**src/common/cstw_pkg.sv**
```systemverilog
package cstw_pkg;

  // Width of one timer byte and of the free-running prescaler.
  localparam int unsigned CSTW_W     = 8;
  localparam int unsigned CSTW_PRE_W = 7;
  localparam int unsigned CSTW_EXT_W = 3;

  typedef logic [2:0] cstw_sel_t;

  // Clock select codes of the upper timer.
  localparam cstw_sel_t UP_SEL_MAIN   = 3'h0;
  localparam cstw_sel_t UP_SEL_DIV8   = 3'h1;
  localparam cstw_sel_t UP_SEL_DIV128 = 3'h2;
  localparam cstw_sel_t UP_SEL_SUB    = 3'h3;
  localparam cstw_sel_t UP_SEL_LMATCH = 3'h4;
  localparam cstw_sel_t UP_SEL_LWAVE  = 3'h5;

  // Clock select codes of the lower and third timers.
  localparam cstw_sel_t EX_SEL_MAIN = 3'h0;
  localparam cstw_sel_t EX_SEL_DIV  = 3'h1;
  localparam cstw_sel_t EX_SEL_EXT  = 3'h2;
  localparam cstw_sel_t EX_SEL_EXT2 = 3'h3;
  localparam cstw_sel_t EX_SEL_EXT4 = 3'h4;
  localparam cstw_sel_t EX_SEL_EXT8 = 3'h5;

  // Prescaler masks: a tick fires when all masked bits are one.
  localparam logic [CSTW_PRE_W-1:0] PRE_DIV4   = 7'h03;
  localparam logic [CSTW_PRE_W-1:0] PRE_DIV8   = 7'h07;
  localparam logic [CSTW_PRE_W-1:0] PRE_DIV16  = 7'h0f;
  localparam logic [CSTW_PRE_W-1:0] PRE_DIV128 = 7'h7f;

  // External edge divider masks.
  localparam logic [CSTW_EXT_W-1:0] EXT_DIV2 = 3'h1;
  localparam logic [CSTW_EXT_W-1:0] EXT_DIV4 = 3'h3;
  localparam logic [CSTW_EXT_W-1:0] EXT_DIV8 = 3'h7;

  // Counter values.
  localparam logic [CSTW_W-1:0] COUNT_ZERO = 8'h00;
  localparam logic [CSTW_W-1:0] COUNT_TOP  = 8'hff;

endpackage : cstw_pkg

```
**src/cstw_chan.sv**
```systemverilog
`timescale 1ns/10ps
`default_nettype none

// One 8-bit counter byte with its square-wave level and match pulse.
module cstw_chan
  import cstw_pkg::*;
(
  input  wire logic              sys_clk,
  input  wire logic              nrst,
  input  wire logic              run,
  input  wire logic              out_en,
  input  wire logic              step,
  input  wire logic              wrap,
  input  wire logic              fire,
  output logic [CSTW_W-1:0]      count,
  output logic                   wave,
  output logic                   irq
);

  logic [CSTW_W-1:0] cnt_reg;
  logic [CSTW_W-1:0] cnt_next;
  logic              wave_reg;
  logic              wave_next;
  logic              irq_reg;
  logic              irq_next;

  // Next count, wave level and match pulse.
  always_comb begin
    cnt_next  = cnt_reg;
    wave_next = wave_reg;
    if (!run) begin
      cnt_next = COUNT_ZERO;
    end else if (step) begin
      cnt_next = wrap ? COUNT_ZERO : cnt_reg + 8'h01;
    end
    // stop forces low: a stopped or disabled output rests low.
    // start low: the level starts low when the output is enabled.
    if (!run || !out_en) begin
      wave_next = 1'b0;
    end else if (step && fire) begin
      wave_next = ~wave_reg;
    end
    // one pulse: one cycle per clearing match.
    irq_next = run && step && fire;
  end

  // Registers of the byte.
  always_ff @(posedge sys_clk or negedge nrst) begin
    if (!nrst) begin
      cnt_reg  <= COUNT_ZERO;
      wave_reg <= 1'b0;
      irq_reg  <= 1'b0;
    end else begin
      cnt_reg  <= cnt_next;
      wave_reg <= wave_next;
      irq_reg  <= irq_next;
    end
  end

  assign count = cnt_reg;
  assign wave  = wave_reg;
  assign irq   = irq_reg;

endmodule : cstw_chan

`default_nettype wire

```
**src/cstw_timer.sv**
```systemverilog
// Behaviour
// - Standalone square-wave mode toggles the timer's pin on each compare match.
// - Standalone match clears the counter, keeps counting, raises the match pulse.
// - Clearing a timer's count enable forces its square-wave output low.
// - Enabling the output starts the square wave at a low level.
// - Upper select: main, main/8, main/128, subsystem, lower match, lower wave.
// - Lower select: main, main/4, external edges, external/2, /4, /8.
// - Third select: main, main/16, its external edges, external/2, /4, /8.
// - Cascade uses upper counter as high byte, lower counter as low byte.
// - Cascade starts and clears only by the lower count enable.
// - Cascade full match clears both bytes and raises only the lower pulse.
// - Low-byte match alone neither clears nor raises a pulse.
// - Cascade runs on the lower clock, low byte carrying into high byte.
// - Cascade event counting advances on each lower external input edge.
// - Cascade toggles lower pin on full match, forced low when stopped.
// - Interval and event modes clear on match and raise the match pulse.
`timescale 1ns/10ps
`default_nettype none

module cstw_timer
  import cstw_pkg::*;
(
  input  wire logic              sys_clk,
  input  wire logic              nrst,
  input  wire logic              cascade_mode,
  input  wire logic              upper_count_enable,
  input  wire logic              lower_count_enable,
  input  wire logic              third_count_enable,
  input  wire logic              upper_output_enable,
  input  wire logic              lower_output_enable,
  input  wire logic              third_output_enable,
  input  wire logic [2:0]        upper_clock_select,
  input  wire logic [2:0]        lower_clock_select,
  input  wire logic [2:0]        third_clock_select,
  input  wire logic [CSTW_W-1:0] upper_compare,
  input  wire logic [CSTW_W-1:0] lower_compare,
  input  wire logic [CSTW_W-1:0] third_compare,
  input  wire logic              sub_clock_pin,
  input  wire logic              ext_clock_input,
  input  wire logic              third_ext_clock_input,
  output logic [CSTW_W-1:0]      upper_counter,
  output logic [CSTW_W-1:0]      lower_counter,
  output logic [CSTW_W-1:0]      third_counter,
  output logic                   upper_match_irq,
  output logic                   lower_match_irq,
  output logic                   third_match_irq,
  output logic                   upper_wave_pin,
  output logic                   upper_wave_oe,
  output logic                   lower_wave_pin,
  output logic                   lower_wave_oe,
  output logic                   third_wave_pin,
  output logic                   third_wave_oe
);

  logic [CSTW_PRE_W-1:0] pre_reg;
  logic [CSTW_PRE_W-1:0] pre_next;
  logic [2:0]            pin_raw;
  logic [2:0]            edge_hit;
  logic [2:0]            ediv1;
  logic [2:0]            ediv2;
  logic [2:0]            ediv3;
  logic [2:0]            tick;
  logic [2:0]            match;
  logic [2:0]            run;
  logic [2:0]            oen;
  logic [2:0]            step;
  logic [2:0]            wrap;
  logic [2:0]            fire;
  logic [2:0]            wave;
  logic [2:0]            irq;
  logic [CSTW_W-1:0]     cnt    [3];
  logic [CSTW_W-1:0]     cmp    [3];
  logic                  both_m;

  assign pin_raw = {third_ext_clock_input, ext_clock_input, sub_clock_pin};
  assign cmp[0]  = upper_compare;
  assign cmp[1]  = lower_compare;
  assign cmp[2]  = third_compare;

  // Free-running prescaler of the main clock.
  always_comb begin
    pre_next = pre_reg + 7'h01;
  end

  always_ff @(posedge sys_clk or negedge nrst) begin
    if (!nrst) begin
      pre_reg <= '0;
    end else begin
      pre_reg <= pre_next;
    end
  end

  // Pin synchronisers, rising-edge detect and edge dividers, one per pin.
  for (genvar p = 0; p < 3; p++) begin : g_pin
    logic                  s1_reg;
    logic                  s2_reg;
    logic                  s3_reg;
    logic [CSTW_EXT_W-1:0] ecnt_reg;
    logic [CSTW_EXT_W-1:0] ecnt_next;

    always_comb begin
      edge_hit[p] = s2_reg && !s3_reg;
      ecnt_next   = edge_hit[p] ? ecnt_reg + 3'h1 : ecnt_reg;
      ediv1[p]    = edge_hit[p] && ((ecnt_reg & EXT_DIV2) == EXT_DIV2);
      ediv2[p]    = edge_hit[p] && ((ecnt_reg & EXT_DIV4) == EXT_DIV4);
      ediv3[p]    = edge_hit[p] && ((ecnt_reg & EXT_DIV8) == EXT_DIV8);
    end

    always_ff @(posedge sys_clk or negedge nrst) begin
      if (!nrst) begin
        s1_reg   <= 1'b0;
        s2_reg   <= 1'b0;
        s3_reg   <= 1'b0;
        ecnt_reg <= '0;
      end else begin
        s1_reg   <= pin_raw[p];
        s2_reg   <= s1_reg;
        s3_reg   <= s2_reg;
        ecnt_reg <= ecnt_next;
      end
    end
  end

  // Count clock selection per timer; codes 6 and 7 give no tick.
  always_comb begin
    tick = '0;
    unique case (upper_clock_select)
      UP_SEL_MAIN:   tick[0] = 1'b1;
      UP_SEL_DIV8:   tick[0] = (pre_reg & PRE_DIV8) == PRE_DIV8;
      UP_SEL_DIV128: tick[0] = (pre_reg & PRE_DIV128) == PRE_DIV128;
      UP_SEL_SUB:    tick[0] = edge_hit[0];
      UP_SEL_LMATCH: tick[0] = irq[1];
      UP_SEL_LWAVE:  tick[0] = irq[1] && wave[1];
      default:       tick[0] = 1'b0;
    endcase
    unique case (lower_clock_select)
      EX_SEL_MAIN: tick[1] = 1'b1;
      EX_SEL_DIV:  tick[1] = (pre_reg & PRE_DIV4) == PRE_DIV4;
      EX_SEL_EXT:  tick[1] = edge_hit[1];
      EX_SEL_EXT2: tick[1] = ediv1[1];
      EX_SEL_EXT4: tick[1] = ediv2[1];
      EX_SEL_EXT8: tick[1] = ediv3[1];
      default:     tick[1] = 1'b0;
    endcase
    unique case (third_clock_select)
      EX_SEL_MAIN: tick[2] = 1'b1;
      EX_SEL_DIV:  tick[2] = (pre_reg & PRE_DIV16) == PRE_DIV16;
      EX_SEL_EXT:  tick[2] = edge_hit[2];
      EX_SEL_EXT2: tick[2] = ediv1[2];
      EX_SEL_EXT4: tick[2] = ediv2[2];
      EX_SEL_EXT8: tick[2] = ediv3[2];
      default:     tick[2] = 1'b0;
    endcase
  end

  // Step, clear and toggle decisions for stand-alone and cascaded use.
  always_comb begin
    for (int i = 0; i < 3; i++) begin
      match[i] = cnt[i] == cmp[i];
    end
    both_m = match[0] && match[1];
    run    = {third_count_enable, lower_count_enable, upper_count_enable};
    oen    = {third_output_enable, lower_output_enable, upper_output_enable};
    // own match: stand-alone toggle and pulse on match.
    // clear on match: counter wraps to zero.
    // interval modes: same clear for interval and events.
    step   = tick;
    wrap   = match;
    fire   = match;
    if (cascade_mode) begin
      // lower enable only: upper byte follows lower enable.
      run[0]  = lower_count_enable;
      oen[0]  = 1'b0;
      // carry chain: upper steps on lower overflow.
      // event counting: lower external edges drive both bytes.
      step[0] = tick[1] && (both_m || cnt[1] == COUNT_TOP);
      // joint match: both clear, only lower pulse.
      // low only: a low-byte match alone is ignored.
      wrap[0] = both_m;
      fire[0] = 1'b0;
      wrap[1] = both_m;
      // cascade wave: lower pin toggles on full match.
      fire[1] = both_m;
    end
  end

  // byte order: upper byte high, lower byte low.
  for (genvar c = 0; c < 3; c++) begin : g_chan
    cstw_chan u_chan (
      .sys_clk (sys_clk),
      .nrst    (nrst),
      .run     (run[c]),
      .out_en  (oen[c]),
      .step    (step[c]),
      .wrap    (wrap[c]),
      .fire    (fire[c]),
      .count   (cnt[c]),
      .wave    (wave[c]),
      .irq     (irq[c])
    );
  end

  // Output pins follow the wave levels; enables follow the output enables, except the upper one, which is forced off in cascade.
  assign upper_counter   = cnt[0];
  assign lower_counter   = cnt[1];
  assign third_counter   = cnt[2];
  assign upper_match_irq = irq[0];
  assign lower_match_irq = irq[1];
  assign third_match_irq = irq[2];
  assign upper_wave_pin  = wave[0];
  assign lower_wave_pin  = wave[1];
  assign third_wave_pin  = wave[2];
  assign upper_wave_oe   = oen[0];
  assign lower_wave_oe   = lower_output_enable;
  assign third_wave_oe   = third_output_enable;
endmodule : cstw_timer

`default_nettype wire

```
**config.mk**
```make
export PLATFORM = sky130hd
export DESIGN_NAME = cstw_timer
export DESIGN_NICKNAME = d
export VERILOG_FILES = /design/src/common/cstw_pkg.sv /design/src/cstw_chan.sv /design/src/cstw_timer.sv
export SDC_FILE = /design/constraint.sdc
export NUM_CORES = 1
export LEC_CHECK = 0
export ABC_AREA = 1
export BUFFER_PORTS_ARGS = -buffer_cell sky130_fd_sc_hd__buf_2
export CORE_MARGIN = 5
export CORE_UTILIZATION = 45
export DETAILED_ROUTE_END_ITERATION = 10
export GPL_TIMING_DRIVEN = 0
export PLACE_DENSITY = 0.69
export REMOVE_ABC_BUFFERS = 1
export SETUP_SLACK_MARGIN = 0.1
export SLEW_MARGIN = 10
export SYNTH_ARGS = -nofsm -noshare
export SYNTH_HDL_FRONTEND = slang
export SYNTH_SLANG_ARGS = --single-unit
```
**constraint.sdc**
```tcl
create_clock -name sys_clk -period 1.8 [get_ports sys_clk]
set_input_delay 0.18 -clock sys_clk [delete_from_list [all_inputs] [get_ports sys_clk]]
set_output_delay 0.18 -clock sys_clk [all_outputs]
set_load 0.05 [all_outputs]
```
==> impl_results.md <==
* Status: completed
* WHS at between 100 and 150 ps
* First-pass GRT wire length at 11690 µm
* CP Max Fanout at 5
* DRT Pass-1 Iters at 5
* CTS tree: built
* Ports at 78
* H-Tree Depth at 2
* Clk_skew at 8.305 ps
* Vias in the first global route at about 2600
* Hold path cells at 3
* Setup Crit Path Kind: reg2reg
* Lkg Pwr at ~0.0021 µW
* Final worst path period need at approximately 1700 ps
* Routability cong. at ~0.85
* Fin nets at 568
* Number of synthesized flops with an enable pin at 0
* Max Clk Rate at 591.4 MHz
* Final period util at 93.95%
* Fin Setup TNS at 0 ps
* Core Area at 6681 µm²
* Max Root-Sink Buffers at 2
* Top cell type by total area after synthesis: dfrtp_1
* Synth area leaders: dfrtp_1 (43%), nand2_1 (14%), inv_1 (6.3%), nand3_1 (5.6%), nor2_1 (5.1%)
* Die X-Extent at 92.12 µm
* Ys Warns at 0
* Via-to-Cell Ratio at between 4 and 5
* Dpl hpwl at 5176 µm
* Overall power at 2737 µW
* R2r startpoint: g_pin[1].ecnt_reg[0]
* Final hold viol count at 0
* Total CTS buffers at 5
* Setup violators final at 0
* Wire per inst at 11.94 µm
* Slew Viols, Final at 0
* Min-Delay Path Class: in2reg
* Antenna Cells at 0
* Main synth FF type: dfrtp_1
* Top cell type's share of synthesized area at ~43%
* # DRC at 0
* Pwr dens at just under 700 nW/µm²
* Top-count cell post-synth: nand2_1
* DRT iter0 DRCs at 109
* Yosys cell types at 35
* Rel. slew slack at 55.69%
* Row Count at 30
* CTS Root Buffer Type: clkbuf_8
* Vias at 2841
* Initial antenna violation count at 0
* Worst-Skew Late Latency at 300 ps
* XOR/XNOR Fraction of Synth Area at approximately 4.3%
* Clk slew on worst S/H paths at about 90 ps
* Global route overflow at 0
* Area grow syn2layout at 30.89%
* Critical R2R Capture: g_chan[0].u_chan.count[3]
* IO Port Bufs at 77
* Die H at 92.12 µm
* Antenna Nets Post-Route at 0
* Initial Utilization at 45.41%
* Post-Synth Simple-Gate Area at around a third
* R2R cell count at 11
* Fill count at 619
* Mux cell area share after synthesis at less than 1%
* Worst slew pin tran at 664.7 ps
* Worst endpoint data arrival time at 1880 ps
* Hold EP: g_chan[2].u_chan.wave
* Seq cells post-synth at between 50 and 60
* Synth Area in Compound Gates at 6.969%
* Mapped Cells at 408
* Avg Cell Area, Syn at roughly 7.4 µm²
* RSZ-0062 raised after global routing: true
* Most frequent cells after synthesis: nand2_1 (113), dfrtp_1 (52), inv_1 (51)
* Clock sink total at 52
* Synth Area in Adders at under 10%
* Number of flip-flops in the largest register at 24
* Total GRT Usage at 16.51%
* Max_cap viols at 0
* R2R Setup Slk at 110 ps
* Share of layout cells above drive strength 1 at 32.23%
* Critical Path RT at 1990 ps
* Startpoint types: register
* Register area share after synthesis at a little over two fifths
* Worst hold start: third_output_enable
* Netlist area before placement at 3034 µm²
* Largest net degree at the start of global routing at 53
* Total wire length at around 7000 µm
* Die ar. at 8485 µm²
* Post-synthesis async set-or-reset flop share at 100.0%
* Largest family of logic cells by synthesized area: simple AND/OR/NAND/NOR gates
* Setup crit end kind: register
* Maximum vdd drop at roughly 0.51 mV
## cell type report
type | count | area (µm²) | share of cell area [%]
sequential | 52 | 1314 | 33.08
multi-input combinational | 284 | 1579 | 39.76
inverter | 67 | 254.0 | 6.396
timing repair inverter | 1 | 7.507 | 0.1890
clock buffer | 6 | 72.57 | 1.827
timing repair buffer | 103 | 609.3 | 15.34
tap | 80 | 100.1 | 2.520
clock inverter | 2 | 35.03 | 0.8822
## stage by stage
step | setup WS (ps) | cells | area [µm²] | utilization [%]
after detailed placement | -233.4 | 559 | 3481 | 52.10
after CTS | 102.4 | 576 | 3726 | 55.77
after global routing | 19.57 | 595 | 3971 | 59.44
final | 109.0 | 595 | 3971 | 59.44
after floorplan | -128.8 | 402 | 2995 | -
after global placement | -147.4 | 559 | 3481 | 52.10
## cell usage in the layout, fill, tap and decap left out, types with 3 or more instances in the layout
cell           netlist  routed
o211ai_1             5       5
nand2_4              2       3
clkbuf_8             0       5
nand2_2              2       8
ha_4                 0       3
a21oi_1             15      14
nor2_1              41      39
buf_2                1      76
nand2_1            113     107
or2_0                3       3
buf_4                4      21
or2_1                3       3
dfrtp_2              0      10
nand4_1             11      11
o21ai_0              5       4
o21ai_1              6       6
inv_2               15      15
dfrtp_1             52      42
nor3_1               4       4
nor2_4               1       3
xor2_1              10      10
xnor2_1              5       5
ha_1                 9       4
dlygate4sd3_1        0       4
nand3_1             34      30
inv_1               51      50
## routing by layer
layer  vias up  routed length (µm)  global-route usage, %
met4         0                  29                  3.094
met3         2                 271                  3.445
met1      1291                3320                  21.01
met5         -                   0                      0
met2        48                3485                  29.08
li1       1500                   -                      -
## power by group
part / switching (µW) / leakage (µW) / internal, µW
sequential: 71.5 / 0.000660 / 1260
combinational: 345 / 0.00143 / 276
clock: 372 / 0.0000552 / 413
total: 789 / 0.00215 / 1950
## cells by family (layout without fill, tap and decap cells)
logic type      after synthesis  count (layout)
fa+ha+maj                     9               9
buf+inv                      73             179
simple gates                220             221
flops                        52              52
xor+xnor                     15              15
mux                           2               2
compound gates               37              37
## worst max-delay path, stage by stage, from the launching register on
cell     delay, ps
dfrtp_1        400
ha_2           210
ha_4           150
a21oi_2        110
nand2_1         70
nand3_2         80
nand2_4         70
nand2_2        130
nand2_4         90
buf_4          140
nand4_1         60
nand2_1         60
## worst max-delay path by stage
stage / start / depth (start not counted) / to
floorplan: g_chan[1].u_chan.count[1] / 12 / g_chan[0].u_chan.count[2]
global placement: g_pin[1].ecnt_reg[0] / 11 / g_chan[1].u_chan.count[4]
detailed placement: g_pin[1].ecnt_reg[0] / 11 / g_chan[1].u_chan.count[4]
CTS: g_pin[1].ecnt_reg[0] / 10 / g_chan[1].u_chan.count[7]
global route: g_chan[1].u_chan.count[0] / 12 / g_chan[0].u_chan.count[0]
finish: g_pin[1].ecnt_reg[0] / 11 / g_chan[0].u_chan.count[3]
## what timing repair did
item	4_1_cts	5_1_grt
hold buffers	3	1
pin swaps	7	13
setup buffers	5	17
gates resized for setup	15	29
endpoints found under the hold margin	3	52
setup endpoints to repair	24	23
cloned	1	1
Power figures use the tool's default switching activity.
